### src/design/csl_pkg.sv
// Package of constants for the configuration strap latch block
package csl_pkg;
  // ------------------------------------------------------------
  // Strap widths and encodings
  // ------------------------------------------------------------
  localparam int unsigned NUM_PORTS   = 7;
  localparam int unsigned MODE_W      = 3;
  localparam int unsigned COUNT_W     = 3;
  // Device-mode strap codes, one per resistor setting
  localparam logic [2:0] MODE_SPEED_SMB_OFF  = 3'h0;
  localparam logic [2:0] MODE_SPEED_SMB_SLV  = 3'h1;
  localparam logic [2:0] MODE_RSVD_3         = 3'h2;
  localparam logic [2:0] MODE_RSVD_4         = 3'h3;
  localparam logic [2:0] MODE_CHARGE_IND     = 3'h4;
  localparam logic [2:0] MODE_RSVD_6         = 3'h5;

  typedef enum logic [1:0] {
    CSL_IND_NONE,
    CSL_IND_SPEED,
    CSL_IND_CHARGE
  } csl_ind_type;

  // ------------------------------------------------------------
  // Register map (byte addresses) and reset values
  // ------------------------------------------------------------
  localparam logic [11:0] ADDR_STRAP_STATUS = 12'h000;
  localparam logic [11:0] ADDR_PORT_STATUS  = 12'h004;
  localparam logic [11:0] ADDR_CONTROL      = 12'h008;
  localparam int unsigned ADDR_W            = 12;
  // Strap status fields
  localparam int unsigned SS_MODE_LSB       = 0;
  localparam int unsigned SS_NONREM_LSB     = 4;
  localparam int unsigned SS_CHARGE_LSB     = 8;
  localparam int unsigned SS_VALID_BIT      = 31;
  // Port status fields
  localparam int unsigned PS_POS_LSB        = 0;
  localparam int unsigned PS_NEG_LSB        = 8;
  localparam int unsigned PS_DIS_LSB        = 16;
  // Control fields
  localparam int unsigned CTL_IND_EN_BIT    = 0;
  localparam logic        CTL_IND_EN_RESET  = 1'b1;
endpackage

### src/design/csl_strap_latch.sv
// Configuration strap latch with AHB-Lite status and control registers
//
// Summary of operation
// - Sample all straps at power-on reset and at external reset rising edge.
// - Captured strap levels become the default setting of each feature.
// - Strap pins read only in reset; afterwards they carry run-time outputs.
// - Operating mode comes from the latched device-mode strap.
// - Each port 7..1 disable combines its positive and negative line straps.
// - Non-removable port count comes from its latched strap.
// - Charging-enabled port count comes from its latched strap.
// - Port disabled only when both straps read 1; fast side follows.
// - Mode codes: speed+bus off, speed+bus slave, charging; others reserved.
// - Speed indicator floats unconnected, 0 for slow, 1 for fast link.
`timescale 1ns/1ps

module csl_strap_latch #(
  parameter int unsigned NUM_PORTS = csl_pkg::NUM_PORTS,
  parameter int unsigned MODE_W    = csl_pkg::MODE_W,
  parameter int unsigned COUNT_W   = csl_pkg::COUNT_W
) (
  input  wire logic                 clock,
  input  wire logic                 rst,
  input  wire logic                 reset_n_ext,
  // Strap pins
  input  wire logic [MODE_W-1:0]    device_mode_strap,
  input  wire logic [NUM_PORTS:1]   port_pos_line_disable_strap,
  input  wire logic [NUM_PORTS:1]   port_neg_line_disable_strap,
  input  wire logic [COUNT_W-1:0]   nonremovable_count_strap,
  input  wire logic [COUNT_W-1:0]   charging_port_count_strap,
  // Port state from the hub core
  input  wire logic [NUM_PORTS:1]   port_connected,
  input  wire logic [NUM_PORTS:1]   port_superspeed,
  input  wire logic [NUM_PORTS:1]   port_charge_handshake_done,
  // Run-time functions of the shared pins
  output logic [NUM_PORTS:1]        port_speed_indicator,
  output logic [NUM_PORTS:1]        port_speed_indicator_oe,
  output logic [NUM_PORTS:1]        charging_indicator,
  output logic [NUM_PORTS:1]        charging_indicator_oe,
  // Configuration presented to the hub core
  output logic [NUM_PORTS:1]        port_disable,
  output logic [NUM_PORTS:1]        port_nonremovable,
  output logic [NUM_PORTS:1]        port_charging_enable,
  output logic                      bus_slave_enable,
  output logic                      config_valid,
  // AHB-Lite slave
  input  wire logic                 hsel,
  input  wire logic [31:0]          haddr,
  input  wire logic [1:0]           htrans,
  input  wire logic                 hwrite,
  input  wire logic [2:0]           hsize,
  input  wire logic                 hready,
  input  wire logic [31:0]          hwdata,
  output logic [31:0]               hrdata,
  output logic                      hreadyout,
  output logic                      hresp
);

  // ------------------------------------------------------------
  // Decoding helpers
  // ------------------------------------------------------------
  function automatic csl_pkg::csl_ind_type mode_ind(
    input logic [MODE_W-1:0] m);
    csl_pkg::csl_ind_type r;
    r = csl_pkg::CSL_IND_NONE;
    case (m)
      csl_pkg::MODE_SPEED_SMB_OFF: r = csl_pkg::CSL_IND_SPEED;
      csl_pkg::MODE_SPEED_SMB_SLV: r = csl_pkg::CSL_IND_SPEED;
      csl_pkg::MODE_CHARGE_IND:    r = csl_pkg::CSL_IND_CHARGE;
      default:                     r = csl_pkg::CSL_IND_NONE;
    endcase
    return r;
  endfunction

  // Ports 1..count selected by a count strap
  function automatic logic [NUM_PORTS:1] count_mask(
    input logic [COUNT_W-1:0] c);
    logic [NUM_PORTS:1] r;
    r = '0;
    for (int i = 1; i <= NUM_PORTS; i++) begin
      r[i] = (32'(i) <= 32'(c));
    end
    return r;
  endfunction

  // ------------------------------------------------------------
  // Latched strap state
  // ------------------------------------------------------------
  logic [MODE_W-1:0]  mode_reg,   mode_next;
  logic [NUM_PORTS:1] pos_reg,    pos_next;
  logic [NUM_PORTS:1] neg_reg,    neg_next;
  logic [COUNT_W-1:0] nonrem_reg, nonrem_next;
  logic [COUNT_W-1:0] charge_reg, charge_next;
  logic               pending_reg, pending_next;
  logic               ext_prev_reg, ext_prev_next;
  logic               valid_reg,  valid_next;
  logic               capture;

  always_comb begin
    // POR capture waits for the first edge with the external reset high
    capture = (pending_reg || !ext_prev_reg) && reset_n_ext;
    mode_next     = mode_reg;
    pos_next      = pos_reg;
    neg_next      = neg_reg;
    nonrem_next   = nonrem_reg;
    charge_next   = charge_reg;
    pending_next  = pending_reg && !reset_n_ext;
    ext_prev_next = reset_n_ext;
    valid_next    = valid_reg && reset_n_ext;
    if (capture) begin
      mode_next   = device_mode_strap;
      pos_next    = port_pos_line_disable_strap;
      neg_next    = port_neg_line_disable_strap;
      nonrem_next = nonremovable_count_strap;
      charge_next = charging_port_count_strap;
      valid_next  = 1'b1;
    end
    // Otherwise held: no other path writes them
  end

  always_ff @(posedge clock or posedge rst) begin
    if (rst) begin
      mode_reg     <= '0;
      pos_reg      <= '0;
      neg_reg      <= '0;
      nonrem_reg   <= '0;
      charge_reg   <= '0;
      pending_reg  <= 1'b1;
      ext_prev_reg <= 1'b0;
      valid_reg    <= 1'b0;
    end else begin
      mode_reg     <= mode_next;
      pos_reg      <= pos_next;
      neg_reg      <= neg_next;
      nonrem_reg   <= nonrem_next;
      charge_reg   <= charge_next;
      pending_reg  <= pending_next;
      ext_prev_reg <= ext_prev_next;
      valid_reg    <= valid_next;
    end
  end

  // ------------------------------------------------------------
  // Register bus
  // ------------------------------------------------------------
  logic [31:0]                 hrdata_reg, hrdata_next;
  logic                        wr_pend_reg, wr_pend_next;
  logic [csl_pkg::ADDR_W-1:0]  wr_addr_reg, wr_addr_next;
  logic                        ind_en_reg, ind_en_next;
  logic                        access;
  logic [31:0]                 rd_word;

  always_comb begin
    access = hsel && htrans[1] && hready;
    rd_word = '0;
    case (haddr[csl_pkg::ADDR_W-1:0])
      csl_pkg::ADDR_STRAP_STATUS: begin
        rd_word[csl_pkg::SS_MODE_LSB +: MODE_W]    = mode_reg;
        rd_word[csl_pkg::SS_NONREM_LSB +: COUNT_W] = nonrem_reg;
        rd_word[csl_pkg::SS_CHARGE_LSB +: COUNT_W] = charge_reg;
        rd_word[csl_pkg::SS_VALID_BIT]             = valid_reg;
      end
      csl_pkg::ADDR_PORT_STATUS: begin
        rd_word[csl_pkg::PS_POS_LSB +: NUM_PORTS] = pos_reg;
        rd_word[csl_pkg::PS_NEG_LSB +: NUM_PORTS] = neg_reg;
        rd_word[csl_pkg::PS_DIS_LSB +: NUM_PORTS] = pos_reg & neg_reg;
      end
      csl_pkg::ADDR_CONTROL:
        rd_word[csl_pkg::CTL_IND_EN_BIT] = ind_en_reg;
      default: rd_word = '0;
    endcase
    if (|haddr[31:csl_pkg::ADDR_W]) begin
      rd_word = '0;
    end
    hrdata_next  = (access && !hwrite) ? rd_word : hrdata_reg;
    wr_pend_next = access && hwrite && !(|haddr[31:csl_pkg::ADDR_W]);
    wr_addr_next = access ? haddr[csl_pkg::ADDR_W-1:0] : wr_addr_reg;
    ind_en_next  = ind_en_reg;
    if (wr_pend_reg && wr_addr_reg == csl_pkg::ADDR_CONTROL) begin
      ind_en_next = hwdata[csl_pkg::CTL_IND_EN_BIT];
    end
  end

  always_ff @(posedge clock or posedge rst) begin
    if (rst) begin
      hrdata_reg  <= '0;
      wr_pend_reg <= 1'b0;
      wr_addr_reg <= '0;
      ind_en_reg  <= csl_pkg::CTL_IND_EN_RESET;
    end else begin
      hrdata_reg  <= hrdata_next;
      wr_pend_reg <= wr_pend_next;
      wr_addr_reg <= wr_addr_next;
      ind_en_reg  <= ind_en_next;
    end
  end

  // ------------------------------------------------------------
  // Configuration and shared pin outputs
  // ------------------------------------------------------------
  csl_pkg::csl_ind_type ind_mode;
  logic [NUM_PORTS:1]   dis_next, nonrem_mask_next, charge_mask_next;
  logic [NUM_PORTS:1]   spd_next, spd_oe_next, chg_next, chg_oe_next;
  logic                 slave_next;
  logic [NUM_PORTS:1]   dis_reg, nonrem_mask_reg, charge_mask_reg;
  logic [NUM_PORTS:1]   spd_reg, spd_oe_reg, chg_reg, chg_oe_reg;
  logic                 slave_reg;
  logic                 run;

  always_comb begin
    ind_mode = mode_ind(mode_reg);
    // Pins stay released while in reset so straps read cleanly
    run = valid_reg && reset_n_ext && ind_en_reg;
    dis_next         = pos_reg & neg_reg;
    nonrem_mask_next = count_mask(nonrem_reg) & ~dis_next;
    charge_mask_next = count_mask(charge_reg) & ~dis_next;
    slave_next = valid_reg && (mode_reg == csl_pkg::MODE_SPEED_SMB_SLV);
    spd_next    = '0;
    spd_oe_next = '0;
    chg_next    = '0;
    chg_oe_next = '0;
    if (run && ind_mode == csl_pkg::CSL_IND_SPEED) begin
      spd_oe_next = port_connected & ~dis_next;
      spd_next    = port_superspeed & spd_oe_next;
    end
    if (run && ind_mode == csl_pkg::CSL_IND_CHARGE) begin
      chg_oe_next = charge_mask_next;
      chg_next    = ~port_charge_handshake_done & chg_oe_next;
    end
  end

  always_ff @(posedge clock or posedge rst) begin
    if (rst) begin
      dis_reg         <= '0;
      nonrem_mask_reg <= '0;
      charge_mask_reg <= '0;
      spd_reg         <= '0;
      spd_oe_reg      <= '0;
      chg_reg         <= '0;
      chg_oe_reg      <= '0;
      slave_reg       <= 1'b0;
    end else begin
      dis_reg         <= dis_next;
      nonrem_mask_reg <= nonrem_mask_next;
      charge_mask_reg <= charge_mask_next;
      spd_reg         <= spd_next;
      spd_oe_reg      <= spd_oe_next;
      chg_reg         <= chg_next;
      chg_oe_reg      <= chg_oe_next;
      slave_reg       <= slave_next;
    end
  end

  // Bus answer is always ready and OKAY, both held in flops
  logic hready_reg;
  logic hresp_reg;

  always_ff @(posedge clock or posedge rst) begin
    if (rst) begin
      hready_reg <= 1'b1;
      hresp_reg  <= 1'b0;
    end else begin
      hready_reg <= 1'b1;
      hresp_reg  <= 1'b0;
    end
  end

  assign port_speed_indicator    = spd_reg;
  assign port_speed_indicator_oe = spd_oe_reg;
  assign charging_indicator      = chg_reg;
  assign charging_indicator_oe   = chg_oe_reg;
  assign port_disable            = dis_reg;
  assign port_nonremovable       = nonrem_mask_reg;
  assign port_charging_enable    = charge_mask_reg;
  assign bus_slave_enable        = slave_reg;
  assign config_valid            = valid_reg;
  assign hrdata                  = hrdata_reg;
  assign hreadyout               = hready_reg;
  assign hresp                   = hresp_reg;

endmodule // csl_strap_latch

### config.mk
export PLATFORM = sky130hd
export DESIGN_NAME = csl_strap_latch
export DESIGN_NICKNAME = d
export VERILOG_FILES = /design/src/design/csl_pkg.sv /design/src/design/csl_strap_latch.sv
export SDC_FILE = /design/constraint.sdc
export NUM_CORES = 1
export LEC_CHECK = 0
export BUFFER_PORTS_ARGS = -buffer_cell sky130_fd_sc_hd__buf_2
export CORE_ASPECT_RATIO = 0.7
export CORE_UTILIZATION = 42
export DETAILED_ROUTE_END_ITERATION = 12
export PLACE_DENSITY_LB_ADDON = 0.25
export SETUP_SLACK_MARGIN = 0.05
export SYNTH_ARGS = -nofsm -noshare
export SYNTH_HDL_FRONTEND = slang
export SYNTH_SLANG_ARGS = --single-unit
### constraint.sdc
create_clock -name clock -period 3.18 [get_ports clock]
set_clock_uncertainty 0.15 [all_clocks]
set_input_delay 0.159 -clock clock [delete_from_list [all_inputs] [get_ports clock]]
set_output_delay 0.159 -clock clock [all_outputs]
set_load 0.03 [all_outputs]
==> impl_results.rst, run 1 <==
.. list-table::
   :header-rows: 1

   * - Metric
     - Value
   * - DRT antenna net count
     - 0
   * - Number of max-cap violations
     - 0
   * - Pwr Density
     - 530 nW/µm²
   * - Core Rows
     - 31
   * - DP HPWL
     - 7320 µm
   * - Critical path class
     - input pin to flip-flop
   * - Leakage power figure
     - 3.29 nW
   * - DR DRC count
     - 11
   * - Measured slew at the worst slew-check pin
     - 0.961 ns
   * - Number of antenna violations at the first check in global routing
     - 0
   * - Number of buffers and inverters on the critical path
     - 2
   * - Register-to-Register Path Depth
     - 3
   * - Antenna diode instance count
     - 0
   * - Die height
     - 88.4 µm
   * - Cell area after synthesis
     - 4480 µm²
   * - Syn avg cell area
     - 13.1 µm²
   * - Sort of element at the end of the critical path
     - flip-flop
   * - Detailed-route wire length
     - 10800 µm
   * - Setup repair after global routing missed its margin
     - false
   * - Starting Density
     - 43.3%
   * - Worst-case vdd ir drop
     - 0.322 mV
   * - CTS root buffer
     - sky130_fd_sc_hd__clkbuf_16
   * - Data required, critical path
     - 3.25 ns
   * - CTS max path bufs
     - 2
   * - Wire length per cell
     - 15.6 µm
   * - Layout Area Growth over Synthesis
     - 38.7%
   * - Fin Setup TNS
     - 0 ns
   * - Pre-Repair DR Iteration Count
     - 11
   * - YS warnings
     - 0
   * - Critical path cell sequence
     - dlygate4sd3_1 -> buf_2 -> nor4_2 -> nand4b_4 -> o41ai_1
   * - Nets@finish
     - 674
   * - Port-buffer cells
     - 156
   * - Register area share after synthesis
     - 62.6%
   * - CTS clock-pin slew for the worst setup and hold paths
     - 0.07 ns
   * - Pins Over Slew Limit
     - 0
   * - Routed vias
     - 3309
   * - Total clock buffers created by CTS
     - 9
   * - Worst-path maximum fanout
     - 22
   * - Headroom to the max-slew limit
     - 35.8%
   * - Worst slack at placement
     - 0.998 ns
   * - Total count of hold-check failures in the final report
     - 0
   * - Max FFs per register
     - 22
   * - Io pins
     - 204
   * - Placeable core area
     - 10400 µm²
   * - TritonCTS clock tree
     - built
   * - Worst hold path cell count
     - 4
   * - Global route total overflow
     - 0
   * - 1st-iter DRT viols
     - 136
   * - Maximum number of pins on one net before global-route repair
     - 47
   * - Clock latency on the worst-skew pair
     - 0.34 ns
   * - Share of post-route cells with drive strength above 1
     - 42.4%
   * - Setup Fix Bufs, Post-CTS
     - 0
   * - Die W
     - 125 µm
   * - Setup-failing EPs final
     - 0
   * - # fillers
     - 828
   * - Seq cells post-synth
     - 112
   * - Library cell contributing the largest single delay on the critical path
     - sky130_fd_sc_hd__dlygate4sd3_1
   * - Global Route Usage Sum
     - 20.3%
   * - Wire length of the first global-routing pass
     - 16900 µm
   * - Routability cong.
     - 0.710
   * - Delay-heaviest family, CP
     - simple AND/OR/NAND/NOR gates
   * - Post-synth cell types
     - 40
   * - Violations in the final reports
     - design-rule violations
   * - Worst stage delay on the critical path
     - 0.53 ns
   * - Final core utilization
     - 60.0%
   * - Die outline area
     - 11100 µm²
   * - Number of stages on the worst setup path
     - 5
   * - Clock sinks
     - 112
   * - Final worst-path setup slack
     - 1.05 ns
   * - Worst Path Arrival
     - 2.19 ns
   * - Via count of the first global-routing pass
     - 3330
   * - Crit share post-route
     - 66.9%
   * - Detailed-route vias per instance
     - 4.79
   * - Post-layout min period
     - 2.13 ns
   * - Number of H-tree branching levels
     - 3
   * - Number of instances in the synthesized netlist
     - 343
   * - Critical Path Start Type
     - input pin
   * - Maximum operating frequency
     - 470 MHz
   * - Outcome
     - finished, violations left
   * - Worst min path class
     - input pin to flip-flop
-- area by class of cell --
class | count | area [µm²] | area share, %
Inverter | 18 | 71.3 | 1.15
Timing Repair Buffer | 219 | 1410 | 22.7
Sequential cell | 112 | 2810 | 45.1
Multi-Input combinational cell | 195 | 1460 | 23.5
Tap cell | 132 | 165 | 2.66
Clock inverter | 4 | 70.1 | 1.13
Clock buffer | 11 | 233 | 3.74
-- final timing paths --
path / startpoint / to / slack, ns
max: haddr[9] / hrdata[21]$_DFFE_PP0P_ / 1.05
min reg2reg: hrdata[1]$_DFFE_PP0P_ / hrdata[1]$_DFFE_PP0P_ / 0.33
max in group asynchronous: rst / charging_indicator_oe[5]$_DFF_PP0_ / 1.64
min in group asynchronous: rst / wr_addr_reg[6]$_DFFE_PP0P_ / 0.42
min: htrans[1] / wr_pend_reg$_DFF_PP0_ / 0.16
max reg2reg: wr_addr_reg[8]$_DFFE_PP0P_ / ind_en_reg$_DFFE_PP1P_ / 1.33
-- cell usage in the layout (no fill, tap or decap), drive strengths merged --
cell type,Yosys,final
o22a,1,1
conb,2,12
nand3,4,4
and3,9,9
or4,2,2
a21oi,1,1
dlygate4sd3,0,58
nand4,2,2
mux2i,9,9
buf,23,161
o21ai,3,3
nand2,41,41
o41ai,15,15
o31ai,8,8
nand4b,1,1
a21o,1,1
clkbuf,5,11
bufinv,0,2
dfrtp,110,110
dfstp,2,2
mux2,36,36
clkinv,0,2
nor4,8,8
clkinvlp,0,1
nor3,11,11
inv,18,17
o211ai,1,1
nor2b,2,2
nor3b,1,1
nor2,16,16
nand2b,3,3
and2,8,8
-- repair_timing --
item	CTS	global route
resized for setup	0	0
endpoints found under the setup margin	0	0
hold endpoints to repair	101	0
hold buffers	58	0
-- through the flow --
step / power [mW] / cell area (µm²) / std cells / hold WS, ns
after floorplan: 1.95 / 4520 / 353 / 0.0404
after global placement: 2.10 / 5340 / 618 / 0.168
after detailed placement: 2.12 / 5340 / 618 / 0.172
final: 3.30 / 6220 / 691 / 0.156
after CTS: 3.34 / 6220 / 691 / 0.142
after global routing: 3.46 / 6220 / 691 / 0.170
-- layer usage --
metal  GRT usage [%]  share of wire, %
met3            7.01               6.7
met2            33.3                48
met5               0                 0
met1            26.5                45
met4            4.10              0.23
-- worst register-to-register path: stages, from the launching register on --
cell                      delay, ns
sky130_fd_sc_hd__dfrtp_1       0.38
sky130_fd_sc_hd__or4_1         0.54
sky130_fd_sc_hd__nor4_2        0.34
sky130_fd_sc_hd__mux2_1        0.36
-- where the power goes --
part | internal, mW | switching, mW | total (mW)
sequential | 1.54 | 0.0796 | 1.62
combinational | 0.216 | 0.303 | 0.520
clock | 0.684 | 0.472 | 1.16
-- cell usage after synthesis (all sizes together) --
master  number  area [µm²]
nor2b        2        12.5
nor2        16        60.1
nand2b       3        26.3
o211ai       1        7.51
o22a         1        8.76
and3         9        56.3
and2         8        50.1
nand3        4        25.0
buf         23         169
clkbuf       5        18.8
conb         2        7.51
o41ai       15         229
nor4         8        68.8
inv         18        67.6
mux2        36         405
nand2       41         154
dfstp        2        52.6
a21oi        1        5.00
dfrtp      110        2750
o21ai        3        15.0
mux2i        9        90.1
nand4        2        12.5
a21o         1        7.51
nor3b        1        7.51
or4          2        18.8
nand4b       1        23.8
o31ai        8        60.1
nor3        11        70.1
-- logic make-up after synthesis --
| group | count (synthesis) | share of synthesized area (%) |
|---|---|---|
| compound gates | 30 | 7.43 |
| buf+inv | 46 | 5.69 |
| flops | 112 | 62.6 |
| mux | 45 | 11.1 |
| other cells | 2 | 0.168 |
| simple gates | 108 | 13.1 |
Power figures use the tool's default switching activity.
==> run 2: changes to the inputs <==
--- a/config.mk
+++ b/config.mk
@@ -5,9 +5,10 @@
 export SDC_FILE = /design/constraint.sdc
 export NUM_CORES = 1
 export LEC_CHECK = 0
+export ABC_AREA = 1
 export BUFFER_PORTS_ARGS = -buffer_cell sky130_fd_sc_hd__buf_2
 export CORE_ASPECT_RATIO = 0.7
-export CORE_UTILIZATION = 42
+export CORE_UTILIZATION = 47
 export DETAILED_ROUTE_END_ITERATION = 12
 export PLACE_DENSITY_LB_ADDON = 0.25
 export SETUP_SLACK_MARGIN = 0.05
==> constraint.sdc (replaced) <==
create_clock -name clock -period 2.22 [get_ports clock]
set_clock_uncertainty 0.15 [all_clocks]
set_input_delay 0.111 -clock clock [delete_from_list [all_inputs] [get_ports clock]]
set_output_delay 0.111 -clock clock [all_outputs]
set_load 0.03 [all_outputs]
==> impl_results.rst, run 2 <==
.. list-table::
   :header-rows: 1

   * - Metric
     - Value
   * - Most frequent cells in the layout
     - 156 x sky130_fd_sc_hd__buf_2, 110 x sky130_fd_sc_hd__dfrtp_1, 109 x sky130_fd_sc_hd__nand2_1 (was 156 x sky130_fd_sc_hd__buf_2, 110 x sky130_fd_sc_hd__dfrtp_1, 58 x sky130_fd_sc_hd__dlygate4sd3_1)
   * - Clock sinks
     - 112 (unchanged)
   * - TritonCTS clock tree
     - built (unchanged)
   * - Maximum operating frequency
     - 503 MHz
   * - Pre-Repair DR Iteration Count
     - 5 (was 11)
   * - Setup-failing EPs final
     - 0 (unchanged)
   * - Total clock buffers created by CTS
     - 9 (unchanged)
   * - Worst min path class
     - input pin to flip-flop (unchanged)
   * - Measured slew at the worst slew-check pin
     - 0.674 ns (was 0.961 ns)
   * - Max FFs per register
     - 22 (unchanged)
   * - Number of antenna violations at the first check in global routing
     - 0 (unchanged)
   * - 1st-iter DRT viols
     - 250 (was 136)
   * - Number of max-cap violations
     - 0 (unchanged)
   * - Port-buffer cells
     - 156 (unchanged)
   * - Number of instances in the synthesized netlist
     - 466 (was 343)
   * - CTS max path bufs
     - 2 (unchanged)
   * - # fillers
     - 752 (was 828)
   * - Main synth FF type
     - sky130_fd_sc_hd__dfrtp_1 (unchanged)
   * - Via count of the first global-routing pass
     - 3841 (was 3330)
   * - Number of H-tree branching levels
     - 3 (unchanged)
   * - Cell accounting for the most synthesized area
     - sky130_fd_sc_hd__dfrtp_1 (unchanged)
   * - Core Rows
     - 29 (was 31)
   * - Worst Path Arrival
     - 2.12 ns (was 2.19 ns)
   * - Routed vias
     - 3910 (was 3309)
   * - Worst hold path cell count
     - 5 (was 4)
   * - Cell area after synthesis
     - 4570 µm² (was 4480 µm²)
   * - Maximum number of pins on one net before global-route repair
     - 113 (was 47)
   * - DP HPWL
     - 7830 µm (was 7320 µm)
   * - Register-to-Register Path Depth
     - 5 (was 3)
   * - Syn avg cell area
     - 9.81 µm² (was 13.1 µm²)
   * - Seq cells post-synth
     - 112 (unchanged)
   * - Die W
     - 120 µm (was 125 µm)
   * - DR DRC count
     - 0 (was 11)
   * - Area share of the largest cell type after synthesis
     - 60.2% (was 61.4%)
   * - Share of flip-flops with an asynchronous set or reset
     - 100% (unchanged)
   * - Sort of element at the end of the critical path
     - flip-flop (unchanged)
   * - Top-count cell post-synth
     - sky130_fd_sc_hd__dfrtp_1 (unchanged)
   * - Headroom to the max-slew limit
     - 54.9% (was 35.8%)
   * - Layout Area Growth over Synthesis
     - 39.6% (was 38.7%)
   * - Starting Density
     - 49.4% (was 43.3%)
   * - Nets@finish
     - 807 (was 674)
   * - Global Route Usage Sum
     - 24.5% (was 20.3%)
   * - Pins Over Slew Limit
     - 0 (unchanged)
   * - Post-layout min period
     - 1.99 ns
   * - CTS clock-pin slew for the worst setup and hold paths
     - 0.07 ns (about the same)
   * - Share of post-route cells with drive strength above 1
     - 31.0% (was 42.4%)
   * - DRT antenna net count
     - 0 (unchanged)
   * - Io pins
     - 204 (unchanged)
   * - Wire length of the first global-routing pass
     - 18900 µm (was 16900 µm)
   * - Detailed-route vias per instance
     - 4.79 (about the same)
   * - Leakage power figure
     - 3.57 nW (was 3.29 nW)
   * - Fin Setup TNS
     - 0 ns (unchanged)
   * - Total count of hold-check failures in the final report
     - 0 (unchanged)
   * - Number of flops mapped to enable cells by yosys
     - 0 (unchanged)
   * - Die height
     - 84.5 µm (was 88.4 µm)
   * - Worst-path maximum fanout
     - 14 (was 22)
   * - Worst slack at placement
     - 0.502 ns (was 0.998 ns)
   * - Die outline area
     - 10100 µm² (was 11100 µm²)
   * - Critical Path Start Type
     - flip-flop (was input pin)
   * - Routability cong.
     - 0.773 (was 0.710)
   * - Final worst-path setup slack
     - 0.232 ns (was 1.05 ns)
   * - Most common cell after layout, fill and taps aside
     - sky130_fd_sc_hd__buf_2 (unchanged)
   * - Global route total overflow
     - 0 (unchanged)
   * - Register area share after synthesis
     - 61.3% (was 62.6%)
   * - CTS root buffer
     - sky130_fd_sc_hd__clkbuf_16 (unchanged)
   * - Data required, critical path
     - 2.35 ns (was 3.25 ns)
   * - Post-synth cell types
     - 33 (was 40)
   * - Antenna diode instance count
     - 0 (unchanged)
   * - Setup repair after global routing missed its margin
     - false (unchanged)
   * - YS warnings
     - 0 (unchanged)
   * - Pwr Density
     - 733 nW/µm² (was 530 nW/µm²)
   * - Cell types with the highest counts after synthesis
     - 110 x sky130_fd_sc_hd__dfrtp_1, 109 x sky130_fd_sc_hd__nand2_1, 68 x sky130_fd_sc_hd__nor2_1, 42 x sky130_fd_sc_hd__inv_1, 27 x sky130_fd_sc_hd__nand3_1 (was 110 x sky130_fd_sc_hd__dfrtp_1, 41 x sky130_fd_sc_hd__nand2_1, 35 x sky130_fd_sc_hd__mux2_2, 17 x sky130_fd_sc_hd__inv_1, 16 x sky130_fd_sc_hd__nor2_1)
   * - Worst-case vdd ir drop
     - 0.586 mV (was 0.322 mV)
   * - Wire length per cell
     - 14.4 µm (was 15.6 µm)
   * - Detailed-route wire length
     - 11800 µm (was 10800 µm)
   * - Setup Fix Bufs, Post-CTS
     - 0 (unchanged)
   * - Area contributors post-synth
     - sky130_fd_sc_hd__dfrtp_1 60%, sky130_fd_sc_hd__nand2_1 8.9%, sky130_fd_sc_hd__nor2_1 5.6% (was sky130_fd_sc_hd__dfrtp_1 61%, sky130_fd_sc_hd__mux2_2 8.8%, sky130_fd_sc_hd__o41ai_2 4.7%)
   * - Critical path class
     - flip-flop to flip-flop (was input pin to flip-flop)
   * - Clock latency on the worst-skew pair
     - 0.35 ns (was 0.34 ns)
   * - Placeable core area
     - 9250 µm² (was 10400 µm²)
   * - Outcome
     - finished, final reports clean (was finished, violations left)
   * - Crit share post-route
     - 89.5%
## run 2: cell count changes in the layout (fill, tap and decap cells not counted), moves of 9 or more
cell,delta
sky130_fd_sc_hd__mux2_2,-19
sky130_fd_sc_hd__a21oi_1,+12
sky130_fd_sc_hd__mux2i_1,-9
sky130_fd_sc_hd__o41ai_2,-13
sky130_fd_sc_hd__and3_1,-9
sky130_fd_sc_hd__nand2_1,+68
sky130_fd_sc_hd__o21ai_0,+11
sky130_fd_sc_hd__nand3_1,+24
sky130_fd_sc_hd__nor2_1,+52
sky130_fd_sc_hd__inv_1,+25
## run 2: cells by family after synthesis
kind of cell,share of synthesized area (%)
compound gates,3.31
buf+inv,7.30
flops,61.3
mux,3.94
other cells,0.164
simple gates,23.9
## run 2: critical path, cell delays in order (launching register included)
cell                            delay, ns
sky130_fd_sc_hd__dfstp_2             0.53
sky130_fd_sc_hd__inv_1               0.07
sky130_fd_sc_hd__nor3_4              0.18
sky130_fd_sc_hd__nand2_4             0.16
sky130_fd_sc_hd__nor3b_1             0.23
sky130_fd_sc_hd__dlygate4sd3_1       0.60
## run 2: metrics by stage
step	hold WS, ns	cells	instance area [µm²]	util, %	power [mW]
4_1_cts	0.0254	817	6380	69.0	4.71
5_1_grt	0.0652	817	6380	69.0	4.89
2_1_floorplan	-0.00757	476	4610	-	2.76
3_5_place_dp	0.123	735	5420	58.6	3.02
3_3_place_gp	0.121	735	5420	58.6	3.00
6_report	0.0399	817	6380	69.0	4.68
## run 2: worst paths after layout
check	start	slack, ns	endpoint
setup / recovery	ind_en_reg$_DFFE_PP1P_	0.23	port_speed_indicator[4]$_DFF_PP0_
hold / removal	htrans[1]	0.04	hrdata[20]$_DFFE_PP0P_
setup reg to reg	ind_en_reg$_DFFE_PP1P_	0.23	port_speed_indicator[4]$_DFF_PP0_
hold reg to reg	pending_reg$_DFF_PP1_	0.31	pending_reg$_DFF_PP1_
max in group asynchronous	rst	1.16	hrdata[13]$_DFFE_PP0P_
min in group asynchronous	rst	0.33	wr_addr_reg[1]$_DFFE_PP0P_
## run 2: layout make-up
| type | instances | area, µm² | area share (%) |
|---|---|---|---|
| multi-input cells | 295 | 1480 | 23.1 |
| clock inverters | 5 | 56.3 | 0.882 |
| repair buffers | 225 | 1480 | 23.1 |
| flip-flops and latches | 112 | 2810 | 43.9 |
| well taps | 124 | 155 | 2.43 |
| clock buffers | 11 | 243 | 3.80 |
| inverters | 45 | 173 | 2.70 |
## run 2: routing by layer
layer  global-route usage [%]  wire length, µm  up-vias
li1                         -                -     1878
met1                     32.2             5230     1866
met2                     40.8             5720      149
met3                     5.64              662       17
met4                     6.82              181        0
met5                        0                0        -
## run 2: repair_timing
action                     4_1_cts  5_1_grt
resized for setup                0        1
hold buffers                    66        0
hold endpoints to repair       179        0
setup endpoints to repair        0        1
## run 2: power breakdown
group | switching [mW] | internal, mW
clock | 0.708 | 0.904
sequential | 0.0874 | 2.20
combinational | 0.498 | 0.280
==> run 3: changes to the inputs <==
==> constraint.sdc (replaced) <==
create_clock -name clock -period 2.22 [get_ports clock]
set_clock_uncertainty 0.15 [all_clocks]
set_input_delay 0.222 -clock clock [delete_from_list [all_inputs] [get_ports clock]]
set_output_delay 0.222 -clock clock [all_outputs]
set_load 0.03 [all_outputs]
==> impl_results.rst, run 3 (same netlist as run 2, synthesis figures left out) <==
.. list-table::
   :header-rows: 1

   * - Metric
     - Value
   * - Number of max-cap violations
     - 0 (unchanged)
   * - Worst-case vdd ir drop
     - 0.585 mV (was 0.586 mV)
   * - Share of power burned in combinational logic
     - 15.7% (was 16.6%)
   * - Detailed-route vias per instance
     - 4.77 (was 4.79)
   * - CTS root buffer
     - sky130_fd_sc_hd__clkbuf_16 (unchanged)
   * - DRT antenna net count
     - 0 (unchanged)
   * - Hold endpoint
     - mode_reg[0]$_DFFE_PP0P_ (was hrdata[20]$_DFFE_PP0P_)
   * - Clock sinks
     - 112 (unchanged)
   * - Number of H-tree branching levels
     - 3 (unchanged)
   * - TritonCTS clock tree
     - built (unchanged)
   * - Share of post-route cells with drive strength above 1
     - 31.4% (was 31.0%)
   * - Worst min path class
     - input pin to flip-flop (unchanged)
   * - Internal power component
     - 3.58 mW (was 3.39 mW)
   * - Worst-path maximum fanout
     - 14 (unchanged)
   * - Library cell contributing the largest single delay on the critical path
     - sky130_fd_sc_hd__dlygate4sd3_1 (unchanged)
   * - HP Start
     - device_mode_strap[0] (was htrans[1])
   * - Register-to-Register Path Depth
     - 5 (unchanged)
   * - Setup-failing EPs final
     - 0 (unchanged)
   * - Placeable core area
     - 9250 µm² (unchanged)
   * - Total clock buffers created by CTS
     - 9 (unchanged)
   * - Leakage power figure
     - 3.55 nW (was 3.57 nW)
   * - Share of total power in sequential cells
     - 47.1% (was 48.9%)
   * - Clock share of power
     - 37.2% (was 34.4%)
   * - Global route total overflow
     - 0 (unchanged)
   * - Routability cong.
     - 0.779 (was 0.773)
   * - Pins Over Slew Limit
     - 0 (unchanged)
   * - Total area of sequential cells
     - 2810 µm² (unchanged)
   * - Maximum number of pins on one net before global-route repair
     - 113 (unchanged)
   * - Antenna diode instance count
     - 0 (unchanged)
   * - Sort of element at the end of the critical path
     - flip-flop (unchanged)
   * - Critical path class
     - input pin to flip-flop (was flip-flop to flip-flop)
   * - Clock latency on the worst-skew pair
     - 0.35 ns (about the same)
   * - DP HPWL
     - 7960 µm (was 7830 µm)
   * - Die height
     - 84.5 µm (unchanged)
   * - Flop-to-flop setup slack
     - 0.23 ns (about the same)
   * - FF-to-FF Start
     - ind_en_reg$_DFFE_PP1P_ (unchanged)
   * - Total count of hold-check failures in the final report
     - 0 (unchanged)
   * - Starting Density
     - 49.4% (unchanged)
   * - DR DRC count
     - 0 (unchanged)
   * - Delay-heaviest family, CP
     - buffers and inverters (unchanged)
   * - Data required, critical path
     - 2.35 ns (about the same)
   * - Critical path cell sequence
     - dlygate4sd3_1 -> buf_2 -> inv_2 -> nor3_4 -> nand2_4 -> nor3b_1 -> dlygate4sd3_1 (was inv_1 -> nor3_4 -> nand2_4 -> nor3b_1 -> dlygate4sd3_1)
   * - Wire length per cell
     - 14.8 µm (was 14.4 µm)
   * - Global Route Usage Sum
     - 24.9% (was 24.5%)
   * - Detailed-route wire length
     - 12000 µm (was 11800 µm)
   * - Outcome
     - finished, final reports clean (unchanged)
   * - Nets@finish
     - 799 (was 807)
   * - Port-buffer cells
     - 156 (unchanged)
   * - Die W
     - 120 µm (unchanged)
   * - Worst hold slack
     - 0.0122 ns (was 0.0399 ns)
   * - Number of antenna violations at the first check in global routing
     - 0 (unchanged)
   * - CTS clock-pin slew for the worst setup and hold paths
     - 0.07 ns (about the same)
   * - Core Rows
     - 29 (unchanged)
   * - Setup repair after global routing missed its margin
     - false (unchanged)
   * - Die outline area
     - 10100 µm² (unchanged)
   * - Number of stages on the worst setup path
     - 7 (was 5)
   * - Multi-input gate area
     - 1480 µm² (unchanged)
   * - Worst stage delay on the critical path
     - 0.59 ns (was 0.60 ns)
   * - Switch Pwr
     - 1.29 mW (about the same)
   * - Number of buffers and inverters on the critical path
     - 4 (was 2)
   * - Crit share post-route
     - 92.9% (was 89.5%)
   * - Placed Instance Area
     - 5420 µm² (unchanged)
   * - Measured slew at the worst slew-check pin
     - 0.723 ns (was 0.674 ns)
   * - Layout Area Growth over Synthesis
     - 38.7% (was 39.6%)
   * - Via count of the first global-routing pass
     - 3820 (was 3841)
   * - Critical Path Start Type
     - input pin (was flip-flop)
   * - Most frequent cells in the layout
     - 156 x sky130_fd_sc_hd__buf_2, 110 x sky130_fd_sc_hd__dfrtp_1, 109 x sky130_fd_sc_hd__nand2_1 (unchanged)
   * - Final core utilization
     - 68.5% (was 69.0%)
   * - Maximum operating frequency
     - 485 MHz (was 503 MHz)
   * - Wire length of the first global-routing pass
     - 19100 µm (was 18900 µm)
   * - Most common cell after layout, fill and taps aside
     - sky130_fd_sc_hd__buf_2 (unchanged)
   * - Critical register-to-register path endpoint
     - port_speed_indicator[5]$_DFF_PP0_ (was port_speed_indicator[4]$_DFF_PP0_)
   * - Io pins
     - 204 (unchanged)
   * - Pwr Density
     - 768 nW/µm² (was 733 nW/µm²)
   * - Post-route cell area
     - 6340 µm² (was 6380 µm²)
   * - Max FFs per register
     - 22 (unchanged)
   * - Worst hold path cell count
     - 3 (was 5)
   * - CTS max path bufs
     - 2 (unchanged)
   * - 1st-iter DRT viols
     - 207 (was 250)
   * - Cell seen most often among critical-path stages
     - sky130_fd_sc_hd__dlygate4sd3_1
   * - Post-layout min period
     - 2.06 ns (was 1.99 ns)
   * - Worst Path Arrival
     - 2.19 ns (was 2.12 ns)
   * - # fillers
     - 708 (was 752)
   * - Pre-Repair DR Iteration Count
     - 5 (unchanged)
   * - Fin Setup TNS
     - 0 ns (unchanged)
   * - Sw frac
     - 26.6% (was 27.6%)
   * - Routed vias
     - 3862 (was 3910)
   * - Headroom to the max-slew limit
     - 51.7% (was 54.9%)
==> run 3: power groups by stage <==
stage / Combinational [mW] / Sequential (mW) / Clock [mW]
detailed placement: 0.693 / 2.33 / 0
finish: 0.766 / 2.29 / 1.81
global route: 0.839 / 2.31 / 1.93
CTS: 0.767 / 2.29 / 1.84
global placement: 0.681 / 2.32 / 0
floorplan: 0.312 / 2.45 / 0
==> run 3: routing by layer <==
layer	vias up	part of all wire, %	track usage [%]	routed length (µm)
met4	0	1.9	7.84	230
li1	1862	-	-	-
met5	-	0	0	0
met2	144	49	40.8	5860
met3	21	6.0	5.91	723
met1	1835	43	32.9	5190
==> run 3: worst max path at each step <==
stage | from | endpoint | slack (ns)
6_report | reset_n_ext | port_speed_indicator[5]$_DFF_PP0_ | 0.16
5_1_grt | reset_n_ext | port_speed_indicator[5]$_DFF_PP0_ | 0.06
4_1_cts | reset_n_ext | port_speed_indicator[7]$_DFF_PP0_ | 0.17
3_5_place_dp | haddr[0] | hrdata[20]$_DFFE_PP0P_ | 0.48
3_3_place_gp | pending_reg$_DFF_PP1_ | charge_reg[0]$_DFFE_PP0P_ | 0.53
2_1_floorplan | rst | bus_slave_enable$_DFF_PP0_ | 0.49
==> run 3: layout make-up <==
type	count	share of cell area [%]
clock inverter	6	1.70
timing repair buffer	217	22.0
multi-input combinational	295	23.3
clock buffer	10	3.61
sequential	112	44.2
tap	124	2.45
inverter	45	2.72
==> run 3: per-stage QoR <==
stage	setup slack (ns)	std cells	power [mW]
4_1_cts	0.172	808	4.90
5_1_grt	0.0588	809	5.08
2_1_floorplan	0.492	476	2.76
6_report	0.158	809	4.87
3_3_place_gp	0.528	735	3.00
3_5_place_dp	0.481	735	3.02
==> run 3: repair_timing <==
action,4_1_cts,5_1_grt
endpoints found under the hold margin,163,1
resized for setup,0,1
setup buffers,0,0
hold buffers,57,1
endpoints found under the setup margin,0,4
==> run 3: worst register-to-register path: stages (launching register included) <==
cell                            delay [ns]
sky130_fd_sc_hd__dfstp_2              0.53
sky130_fd_sc_hd__inv_1                0.07
sky130_fd_sc_hd__nor3_4               0.18
sky130_fd_sc_hd__nand2_4              0.16
sky130_fd_sc_hd__nor3b_1              0.24
sky130_fd_sc_hd__dlygate4sd3_1        0.59
